[src/dlcs_consts.svh]
`ifndef DLCS_CONSTS_SVH
`define DLCS_CONSTS_SVH

`define DLCS_ADDR_W 8
`define DLCS_DATA_W 16

`define DLCS_ADDR_RET_COUNT 8'hc2
`define DLCS_ADDR_ACK_STATUS 8'hc3
`define DLCS_ADDR_LINE_CTRL 8'hc4

`define DLCS_LC_TURN_AFTER_WRITE 0
`define DLCS_LC_REPEAT_TURN 1
`define DLCS_LC_FORCED_CONTENTION 2
`define DLCS_LC_REG_TURN 3
`define DLCS_LC_RESET_TRIGGER 4
`define DLCS_LC_CONTENTION_DISREGARD 5
`define DLCS_LC_W 6

`define DLCS_RET_COUNT_RST 16'h0000
`define DLCS_ACK_STATUS_RST 16'h0000
`define DLCS_LINE_CTRL_RST 6'h00
`define DLCS_UNMAPPED_READ 16'h0000

`endif

[src/dlcs_pkg.sv]
`include "dlcs_consts.svh"

package dlcs_pkg;

	typedef struct packed {
		logic respValid;
		logic respIsAckErr;
		logic respIsRead;
		logic [`DLCS_DATA_W-1:0] respWord;
		logic phyContention;
		logic vertActive;
		logic videoMode;
		logic linkIdle;
		logic btaReturned;
		logic writePktDone;
		logic rstTrigDone;
		logic txRequest;
		logic hsSelect;
	} dlcs_link_in_t;

	typedef struct packed {
		logic txHalt;
		logic rstTrigReq;
		logic btaReq;
		logic lp11Force;
		logic lpHold;
		logic hsMode;
	} dlcs_link_out_t;

	typedef enum logic [1:0] {
		DLCS_BTA_IDLE = 2'b00,
		DLCS_BTA_REG = 2'b01,
		DLCS_BTA_WRITE = 2'b10,
		DLCS_BTA_REPEAT = 2'b11
	} dlcs_bta_t;

	typedef struct packed {
		logic contentionDisregard;
		logic resetTriggerRequest;
		logic registerTurnaroundRequest;
		logic forcedContention;
		logic repeatTurnaroundForTearing;
		logic turnaroundAfterWrite;
	} dlcs_line_ctrl_t;

endpackage

[src/dlcs_link_sampler.sv]
`timescale 1ns/10ps

module dlcs_link_sampler
	import dlcs_pkg::*;
(
	input wire logic ref_clk,
	input wire logic resetn,
	input wire logic linkClk,
	input wire dlcs_link_in_t pinsIn,
	output dlcs_link_in_t held,
	output logic linkEdge
);

	typedef struct packed {
		logic clkMeta;
		logic clkSync;
		logic clkPrev;
		dlcs_link_in_t pinsMeta;
		dlcs_link_in_t pinsSync;
		dlcs_link_in_t held;
		logic edgeSeen;
	} dlcs_sampler_state_t;

	dlcs_sampler_state_t s_q;
	dlcs_sampler_state_t s_d;

	// meta stages feed only the second stage
	always_comb begin
		s_d = s_q;
		s_d.clkMeta = linkClk;
		s_d.clkSync = s_q.clkMeta;
		s_d.clkPrev = s_q.clkSync;
		s_d.pinsMeta = pinsIn;
		s_d.pinsSync = s_q.pinsMeta;
		s_d.edgeSeen = s_q.clkSync & ~s_q.clkPrev;
		// link pins settle long before its rising edge, capture at the edge
		if (s_q.clkSync & ~s_q.clkPrev) begin
			s_d.held = s_q.pinsSync;
		end
	end

	always_ff @(posedge ref_clk or negedge resetn) begin
		if (!resetn) begin
			s_q <= '0;
		end else begin
			s_q <= s_d;
		end
	end

	assign held = s_q.held;
	assign linkEdge = s_q.edgeSeen;

endmodule

[src/dlcs_link_control_status.sv]
// What this block does
// - Return count register at 0xC2 holds byte count of latest read response.
// - Return count and acknowledge status ignore software writes.
// - Acknowledge status at 0xC3 loads error report on ack-with-error packet.
// - Any other response clears acknowledge status to zero.
// - Acknowledge status bits keep the protocol's error report bit meanings.
// - Acting on contention, transmission stops after contention is reported.
// - Disregarding contention, transmission carries on with pending packets.
// - Writing 1 to line control bit 4 sends a reset trigger message.
// - Reset trigger during vertical active video waits for vertical blanking.
// - Reset trigger bit clears itself once the message is sent.
// - In video mode the register turnaround waits for vertical blanking.
// - Line control bit 2 drives data lane LP11 to force contention.
// - Forced-contention bit returns to 0 when contention is no longer detected.
// - Line control bit 1 at 0: no extra turnaround after a turnaround.
// - Line control bit 1 at 1: repeat turnaround to fetch tearing response.
// - Line control bit 0 requests a turnaround after each write packet.
//
// Chosen here: the plain strobed port.
`timescale 1ns/10ps
`include "dlcs_consts.svh"

module dlcs_link_control_status
	import dlcs_pkg::*;
(
	input wire logic ref_clk,
	input wire logic resetn,
	input wire logic [`DLCS_ADDR_W-1:0] regAddr,
	input wire logic [`DLCS_DATA_W-1:0] regWrData,
	input wire logic regWrStrobe,
	input wire logic regRdStrobe,
	output logic [`DLCS_DATA_W-1:0] regRdData,
	input wire logic linkClk,
	input wire dlcs_link_in_t linkIn,
	output dlcs_link_out_t linkOut
);

	typedef struct packed {
		logic [`DLCS_DATA_W-1:0] rdData;
		logic [`DLCS_DATA_W-1:0] retCount;
		logic [`DLCS_DATA_W-1:0] ackStatus;
		dlcs_line_ctrl_t lineCtrl;
		dlcs_bta_t btaState;
		logic btaReq;
		logic rstTrigReq;
		logic haltLatch;
		logic forceSeen;
		logic lpHold;
		logic hsMode;
	} dlcs_state_t;

	dlcs_state_t s_q;
	dlcs_state_t s_d;

	dlcs_link_in_t lnk;
	logic lnkEdge;

	dlcs_link_sampler u_sampler (
		.ref_clk(ref_clk),
		.resetn(resetn),
		.linkClk(linkClk),
		.pinsIn(linkIn),
		.held(lnk),
		.linkEdge(lnkEdge)
	);

	// one-cycle events valid at the sampled link edge only, then the video-active level and the line control write strobe
	logic respEv;
	logic btaRetEv;
	logic writeDoneEv;
	logic rstDoneEv;
	logic txReqEv;
	logic videoActive;
	logic lineCtrlWr;

	assign respEv = lnkEdge & lnk.respValid;
	assign btaRetEv = lnkEdge & lnk.btaReturned;
	assign writeDoneEv = lnkEdge & lnk.writePktDone;
	assign rstDoneEv = lnkEdge & lnk.rstTrigDone;
	assign txReqEv = lnkEdge & lnk.txRequest;
	assign videoActive = lnk.videoMode & lnk.vertActive;
	assign lineCtrlWr = regWrStrobe & (regAddr == `DLCS_ADDR_LINE_CTRL);

	always_comb begin
		s_d = s_q;

		// response status; software never writes these two
		if (respEv) begin
			if (lnk.respIsAckErr) begin
				// bits passed through unchanged, protocol bit meanings kept
				s_d.ackStatus = lnk.respWord;
			end else begin
				s_d.ackStatus = `DLCS_ACK_STATUS_RST;
			end
			if (lnk.respIsRead) begin
				s_d.retCount = lnk.respWord;
			end
		end

		// contention handling
		if (lnkEdge & lnk.phyContention & ~s_q.lineCtrl.contentionDisregard) begin
			s_d.haltLatch = 1'b1;
		end else if (s_q.lineCtrl.contentionDisregard) begin
			s_d.haltLatch = 1'b0;
		end else if (lineCtrlWr) begin
			// software acknowledges a halt by rewriting line control
			s_d.haltLatch = 1'b0;
		end

		// forced contention ends once the phy stops reporting it
		if (s_q.lineCtrl.forcedContention & lnkEdge) begin
			if (lnk.phyContention) begin
				s_d.forceSeen = 1'b1;
			end else if (s_q.forceSeen) begin
				s_d.forceSeen = 1'b0;
				s_d.lineCtrl.forcedContention = 1'b0;
			end
		end
		if (~s_q.lineCtrl.forcedContention) begin
			s_d.forceSeen = 1'b0;
		end

		// reset trigger message
		if (s_q.rstTrigReq) begin
			if (rstDoneEv) begin
				s_d.rstTrigReq = 1'b0;
				s_d.lineCtrl.resetTriggerRequest = 1'b0;
			end
		end else if (s_q.lineCtrl.resetTriggerRequest & ~videoActive) begin
			s_d.rstTrigReq = 1'b1;
		end

		// low-power hold after a register turnaround
		if (s_q.lpHold & txReqEv) begin
			s_d.lpHold = 1'b0;
			s_d.hsMode = lnk.hsSelect;
		end

		// turnaround sequencing
		unique case (s_q.btaState)
			DLCS_BTA_IDLE: begin
				if (s_q.lineCtrl.registerTurnaroundRequest & lnk.linkIdle
						& ~s_q.rstTrigReq & ~(lnk.videoMode & lnk.vertActive)) begin
					// video mode waits for blanking
					s_d.btaState = DLCS_BTA_REG;
					s_d.btaReq = 1'b1;
					s_d.lineCtrl.registerTurnaroundRequest = 1'b0;
				end else if (writeDoneEv & s_q.lineCtrl.turnaroundAfterWrite) begin
					s_d.btaState = DLCS_BTA_WRITE;
					s_d.btaReq = 1'b1;
				end
			end
			DLCS_BTA_REG, DLCS_BTA_WRITE: begin
				if (btaRetEv) begin
					s_d.btaReq = 1'b0;
					if (s_q.btaState == DLCS_BTA_REG) begin
						s_d.lpHold = 1'b1;
					end
					if (s_q.lineCtrl.repeatTurnaroundForTearing) begin
						s_d.btaState = DLCS_BTA_REPEAT;
					end else begin
						s_d.btaState = DLCS_BTA_IDLE;
					end
				end
			end
			DLCS_BTA_REPEAT: begin
				// request drops for one link edge so the second one is seen
				if (~s_q.btaReq) begin
					if (lnkEdge) begin
						s_d.btaReq = 1'b1;
					end
				end else if (btaRetEv) begin
					s_d.btaReq = 1'b0;
					s_d.btaState = DLCS_BTA_IDLE;
				end
			end
		endcase

		// software write last, so a set written now beats a hardware clear
		if (lineCtrlWr) begin
			s_d.lineCtrl = regWrData[`DLCS_LC_W-1:0];
		end

		// read data stands only in the cycle after the strobe
		s_d.rdData = `DLCS_UNMAPPED_READ;
		if (regRdStrobe) begin
			unique case (regAddr)
				`DLCS_ADDR_RET_COUNT: s_d.rdData = s_q.retCount;
				`DLCS_ADDR_ACK_STATUS: s_d.rdData = s_q.ackStatus;
				`DLCS_ADDR_LINE_CTRL: begin
					s_d.rdData = {{(`DLCS_DATA_W-`DLCS_LC_W){1'b0}}, s_q.lineCtrl};
				end
				default: s_d.rdData = `DLCS_UNMAPPED_READ;
			endcase
		end
	end

	always_ff @(posedge ref_clk or negedge resetn) begin
		if (!resetn) begin
			s_q.rdData <= `DLCS_UNMAPPED_READ;
			s_q.retCount <= `DLCS_RET_COUNT_RST;
			s_q.ackStatus <= `DLCS_ACK_STATUS_RST;
			s_q.lineCtrl <= `DLCS_LINE_CTRL_RST;
			s_q.btaState <= DLCS_BTA_IDLE;
			s_q.btaReq <= 1'b0;
			s_q.rstTrigReq <= 1'b0;
			s_q.haltLatch <= 1'b0;
			s_q.forceSeen <= 1'b0;
			s_q.lpHold <= 1'b0;
			s_q.hsMode <= 1'b0;
		end else begin
			s_q <= s_d;
		end
	end

	assign regRdData = s_q.rdData;
	assign linkOut.txHalt = s_q.haltLatch & ~s_q.lineCtrl.contentionDisregard;
	assign linkOut.rstTrigReq = s_q.rstTrigReq;
	assign linkOut.btaReq = s_q.btaReq;
	assign linkOut.lp11Force = s_q.lineCtrl.forcedContention;
	assign linkOut.lpHold = s_q.lpHold;
	assign linkOut.hsMode = s_q.hsMode;

endmodule

[config.mk]
export PLATFORM = sky130hd
export DESIGN_NAME = dlcs_link_control_status
export DESIGN_NICKNAME = d
export VERILOG_FILES = /design/src/dlcs_pkg.sv /design/src/dlcs_link_sampler.sv /design/src/dlcs_link_control_status.sv
export VERILOG_INCLUDE_DIRS = /design/src
export SDC_FILE = /design/constraint.sdc
export NUM_CORES = 1
export LEC_CHECK = 0
export ABC_AREA = 1
export BUFFER_PORTS_ARGS = -buffer_cell sky130_fd_sc_hd__buf_2
export CAP_MARGIN = 5
export CORE_ASPECT_RATIO = 0.9
export CORE_UTILIZATION = 50
export DETAILED_ROUTE_END_ITERATION = 8
export GPL_ROUTABILITY_DRIVEN = 0
export PLACE_DENSITY = 0.7
export SYNTH_ARGS = -nofsm -noshare
export SYNTH_HDL_FRONTEND = slang
export SYNTH_SLANG_ARGS = --single-unit
[constraint.sdc]
create_clock -name ref_clk -period 2.4 [get_ports ref_clk]
set_input_delay 0.24 -clock ref_clk [delete_from_list [all_inputs] [get_ports ref_clk]]
set_output_delay 0.24 -clock ref_clk [all_outputs]
set_load 0.02 [all_outputs]
# Word-level counts from Yosys, hierarchy flattened
# Index checks and enable logic that the tools add are counted.
dict set report op_classes {
  n_bitwise 22
  n_eq_ne 12
  addsub 0
  muxes 33
  reduce_logical 15
  multipliers 0
  order_cmp 0
  div_mod_pow 0
  shifts 0
}
# cell n
set ops {}
lappend ops {{16-bit one-hot mux with 3 select lines} 1}
lappend ops {{16-bit 2-to-1 mux} 2}
lappend ops {{8-bit == test, second input constant} 3}
lappend ops {{1-bit 2-to-1 mux} 21}
lappend ops {{1-bit AND} 18}
lappend ops {{3-bit 2-to-1 mux} 4}
lappend ops {{2-bit nonzero test} 6}
lappend ops {{3-bit one-hot mux with 3 select lines} 1}
lappend ops {{2-bit inequality test, second input constant} 4}
lappend ops {{2-bit AND reduction} 4}
lappend ops {{2-bit 2-to-1 mux} 3}
lappend ops {{5-bit 2-to-1 mux} 1}
lappend ops {{2-bit == test, second input constant} 2}
lappend ops {{1-bit NOT} 4}
lappend ops {{4-bit AND reduction} 1}
lappend ops {{3-bit inequality test, second input constant} 1}
lappend ops {{3-bit AND reduction} 1}
lappend ops {{3-bit nonzero test} 1}
lappend ops {{2-bit by 1-bit == test with 1-bit output, second input constant} 1}
lappend ops {{2-bit zero test} 1}
lappend ops {{2-bit by 1-bit inequality test with 1-bit output, second input constant} 1}
lappend ops {{2-bit OR reduction} 1}
dict set report word_totals {
  n_memories 0
  wordCells 141
  reg_bits 150
  mem_bits_ro 0
  out_inout_bits 22
  ram_bits 0
  input_bits 57
  latch_bits 0
}

# Longest topological paths before layout
dict set report depth {
  ltp_word 6
  ltp_mapped 8
  ltp_nobuf 8
}

# Modules after synthesis
# From an unflattened synthesis, not the netlist that was laid out.
dict set report unflattened {
  hier_cells 562
  hier_area_um2 5881.9
}
# mod cells_per_inst n_inst area_per_inst_um2 seq_area_each_um2
set by_module_without_submodules {}
lappend by_module_without_submodules {dlcs_link_control_status 350 1 3021.6 1551.5}
lappend by_module_without_submodules {dlcs_link_sampler 212 1 2860.2 2202.1}

# Least setup slack after synthesis
# Ideal clock, no wire load.
dict set report synth_path {
  path_type {reg-to-reg}
  startpoint {reg s_q[6] in the netlist's numbering}
  endpoint {reg s_q[6] in the netlist's numbering}
  synth_period_minus_slack_ns 1.305
  path_slack_ns 1.095
  required_time_ns 2.283
  path_stages_with_launch 7
  setup_time_ns 0.117
  arrival_ns 1.188
  n_path_buf 0
  path_cell_list {dfrtp_1 -> inv_1 -> ha_1 -> a21boi_1 -> nand3b_1 -> nand2_1 -> nand2_1}
}
dict set report synth_via {
  elab_chain_cells 4
  word_cells_on_any_way 11
  classes_between {eq/ne: 7; mux: 1; reduce/logical: 3}
}
# element line_no
set synth_rtl {}
lappend synth_rtl {{from (decl)} dlcs_link_control_status.sv:52} ;# dlcs_state_t s_q;
lappend synth_rtl {{2-bit by 1-bit == test with 1-bit output or 2-bit == test (tied branches)} dlcs_link_control_status.sv:140} ;# unique case (s_q.btaState)
lappend synth_rtl {{2-bit OR reduction} dlcs_link_control_status.sv:140}
lappend synth_rtl {{2-bit inequality test (no source line)} --}
lappend synth_rtl {{4-bit AND reduction (no source line)} --}
# Parallel ways exist; a longest one is shown, timed or not.
# A chain may end at the register's enable or synchronous reset.

# Worst setup path in the final report
dict set report layout_path {
  startpoint {reg u_sampler.s_q (netlist bit u_sampler.linkEdge)}
  endpoint {reg s_q[17] in the netlist's numbering}
}
dict set report layout_via {
  elab_chain_cells 1
}
# element line_no
set layout_rtl {}
lappend layout_rtl {{from (decl)} dlcs_link_sampler.sv:24} ;# dlcs_sampler_state_t s_q;
lappend layout_rtl {{from (signal assigned)} dlcs_link_sampler.sv:44} ;# s_q <= '0;
lappend layout_rtl {{from (signal assigned)} dlcs_link_sampler.sv:46} ;# s_q <= s_d;
lappend layout_rtl {{1-bit AND} dlcs_link_control_status.sv:76} ;# assign respEv = lnkEdge & lnk.respValid;
# No other way between the ends.

==> impl_metrics.csv <==
group,metric,value,unit
global_route,grt_pass1_vias,3362,
placed_design,portBuffers,68,
finish,regArea,3750,sq um
logic_synthesis,synth.area.top_cells,"dfrtp_1 (66%), nand2_1 (9.1%), nand3_1 (3.6%)",
timing,worst_slew_pin_slew,0.585,ns
timing,slew_violations,0,
die,rows,36,
drt,drt_wl_total,9300,um
pwr,powerDensity,904,nW/um^2
pwr,ir_drop,506,uV
placed_design,hpwl,5950,um
drt,drc_errors,0,
logic_synthesis,yosysTopAreaCell,"dfrtp_1",
drt,dr.pass1.iters,4,
finish,antennaDiodeCount,0,
timing,timing.setup.tns,0,ns
clocking,clk_pin_slew,0.06,ns
die,die_h,103,um
logic_synthesis,yosysSeqAreaShare,0.661,
global_route,grtUsageTotal,0.180,
clocking,clkSinkCount,150,
logic_synthesis,synth-edff-count,0,
finish,drive_gt1_frac,0.234,
drt,drtAntennaViolNets,0,
logic_synthesis,ys_warn_count,0,
critical_path,critPathRequiredTime,2.70,ns
logic_synthesis,yosysUniqueCellTypes,28,
timing,setup_violations,0,
logic_synthesis,avgSynthCellArea,11.1,sq um
die,io_pins,79,
drt,first_iter_violations,182,
global_route,grt_pass1_wl,16100,um
logic_synthesis,yosys-top-cells-count,"dfrtp_1 (150), nand2_1 (137), nand3_1 (41)",
clocking,numCtsBuffers,17,
clocking,cts_root_buffer,"clkbuf_16",
pwr,leakage,3.36,nW
finish,fillers,859,
timing,clock.fmax,0.664,GHz
finish,nets,655,
timing,finalCriticalPeriod,1.51,ns
timing,rsz0062_at_grt,"false",
min_path,min_path_type,"input port to register",
clocking,cts_buffer_depth,2,
clocking,htreeDepth,4,
timing,max_slew_margin,0.608,
critical_path,cp_data_arrival_time,1.80,ns
pwr,total_power,6.22,mW
global_route,grt_max_degree,62,
logic_synthesis,ys_ff_latch,150,
logic_synthesis,yosysMostFrequentCell,"dfrtp_1",
die,core-area,10900,sq um
critical_path,crit_path_start_kind,"register",
critical_path,end_kind,"register",
critical_path,worstSetupPathType,"register to register",
logic_synthesis,yosys.area.top_type_share,0.661,
global_route,antenna_found_initial,0,
drt,via_per_inst,4.69,
global_route,grt-ovfl-total,0,
timing,skew,0.00588,ns
logic_synthesis,async_flop_share,1.00,
finish,syn_to_final_growth,21.1,%
logic_synthesis,ys.flop_type,"dfrtp_1",
run_status,outcome,"completed",
job,cap_violations,0,
logic_synthesis,syn_nets,574,
drt,wire_per_inst,12.3,um
timing,post-route-period-util,0.627,
critical_path,crit_fanout,32,
finish,multiInputGateArea,1490,sq um
drt,via_count,3558,
logic_synthesis,syn_area,5680,sq um
clocking,clock_latency,0.41,ns
clocking,cts_tree,"done",
die,die_area,11800,sq um
timing,final_hold_viol_count,0,
die,initial_core_util,0.519,
clocking,cts_setup_buffers,0,
die,die_x,114,um
logic_synthesis,synthCells,513,
-- through the flow --
| step | cell area [sq um] | hold WS (ns) | utilization | instances | setup WS (ns) |
|---|---|---|---|---|---|
| floorplan | 5680 | -0.0556 | - | 513 | 1.09 |
| global placement | 5980 | 0.144 | 0.546 | 697 | 0.919 |
| detailed placement | 5980 | 0.155 | 0.546 | 697 | 0.884 |
| CTS | 6880 | 0.0231 | 0.628 | 759 | 0.873 |
| global route | 6880 | 0.0355 | 0.628 | 759 | 0.700 |
| finish | 6880 | 0.0372 | 0.628 | 759 | 0.895 |
-- registers in the layout, summed over array words and instances (netlist names) --
register	count
s_q	41
u_sampler.s_d	30
u_sampler.s_q	29
u_sampler.held	28
regRdData	16
linkOut	5
u_sampler.linkEdge	1
-- layout make-up --
class,count,area share
Inverter,39,0.0213
Tap cell,152,0.0276
Clock inverter,12,0.0222
Timing Repair Buffer,103,0.101
Multi-Input combinational cell,283,0.217
Sequential cell,150,0.546
Clock buffer,20,0.0649
-- metal layers --
| layer | vias up | global-route usage | share of wire |
|---|---|---|---|
| met4 | 0 | 0.0809 | 0.011 |
| met3 | 7 | 0.0429 | 0.051 |
| met1 | 1660 | 0.259 | 0.50 |
| met5 | - | 0 | 0 |
| met2 | 96 | 0.261 | 0.44 |
| li1 | 1795 | - | - |
-- path summary, 6_finish.rpt --
kind / from / end / slack, ns / cells past startpoint
setup / recovery: u_sampler.linkEdge / s_q[17] / 0.89 / 2
hold / removal: regWrData[5] / s_q[13] / 0.04 / 3
setup reg to reg: u_sampler.linkEdge / s_q[17] / 0.89 / 2
hold reg to reg: u_sampler.s_d[86] / u_sampler.s_d[85] / 0.35 / 0
max in group asynchronous: resetn / s_q[24] / 1.42 / 3
min in group asynchronous: resetn / u_sampler.s_d[35] / 0.29 / 2
-- where the power goes --
part | internal, mW | switching [mW]
sequential | 2.81 | 0.150
clock | 1.66 | 0.966
combinational | 0.249 | 0.382
-- worst max-delay path, stage by stage, from the launching register on --
cell and delay, ns:
dfrtp_1 0.57, nand2_2 0.44, o31ai_1 0.38
-- repair_timing --
item	CTS	global route
hold buffers	30	0
endpoints found under the hold margin	62	0
resized for setup	0	0
-- cell usage in the layout (no fill, tap or decap), types with 2 or more instances in the layout --
master         netlist  routed
a21boi_2            10      10
buf_2                4      67
buf_4               26       4
bufinv_16            0       3
clkbuf_1             8       2
clkbuf_16            0      17
clkinv_2             0       3
clkinvlp_4           0       4
dfrtp_1            150     150
dlygate4sd3_1        0      30
ha_1                 4       4
inv_1               33      33
inv_2                5       5
nand2_1            137     137
nand2_2              5       5
nand3_1             41      41
nand3_2             11      11
nand3b_1             2       2
nor2_1               9       8
nor2_2               1       2
nor2_4               3       3
o21ai_0             38      38
o31ai_1             16      16
-- cells by family (layout without fill, tap and decap cells) --
logic type | after synthesis | in the layout | share of synthesized area
compound gates | 68 | 68 | 0.0797
fa+ha+maj | 4 | 4 | 0.00881
buf+inv | 80 | 174 | 0.0771
flops | 150 | 150 | 0.661
simple gates | 211 | 211 | 0.174
Power figures use the tool's default switching activity.
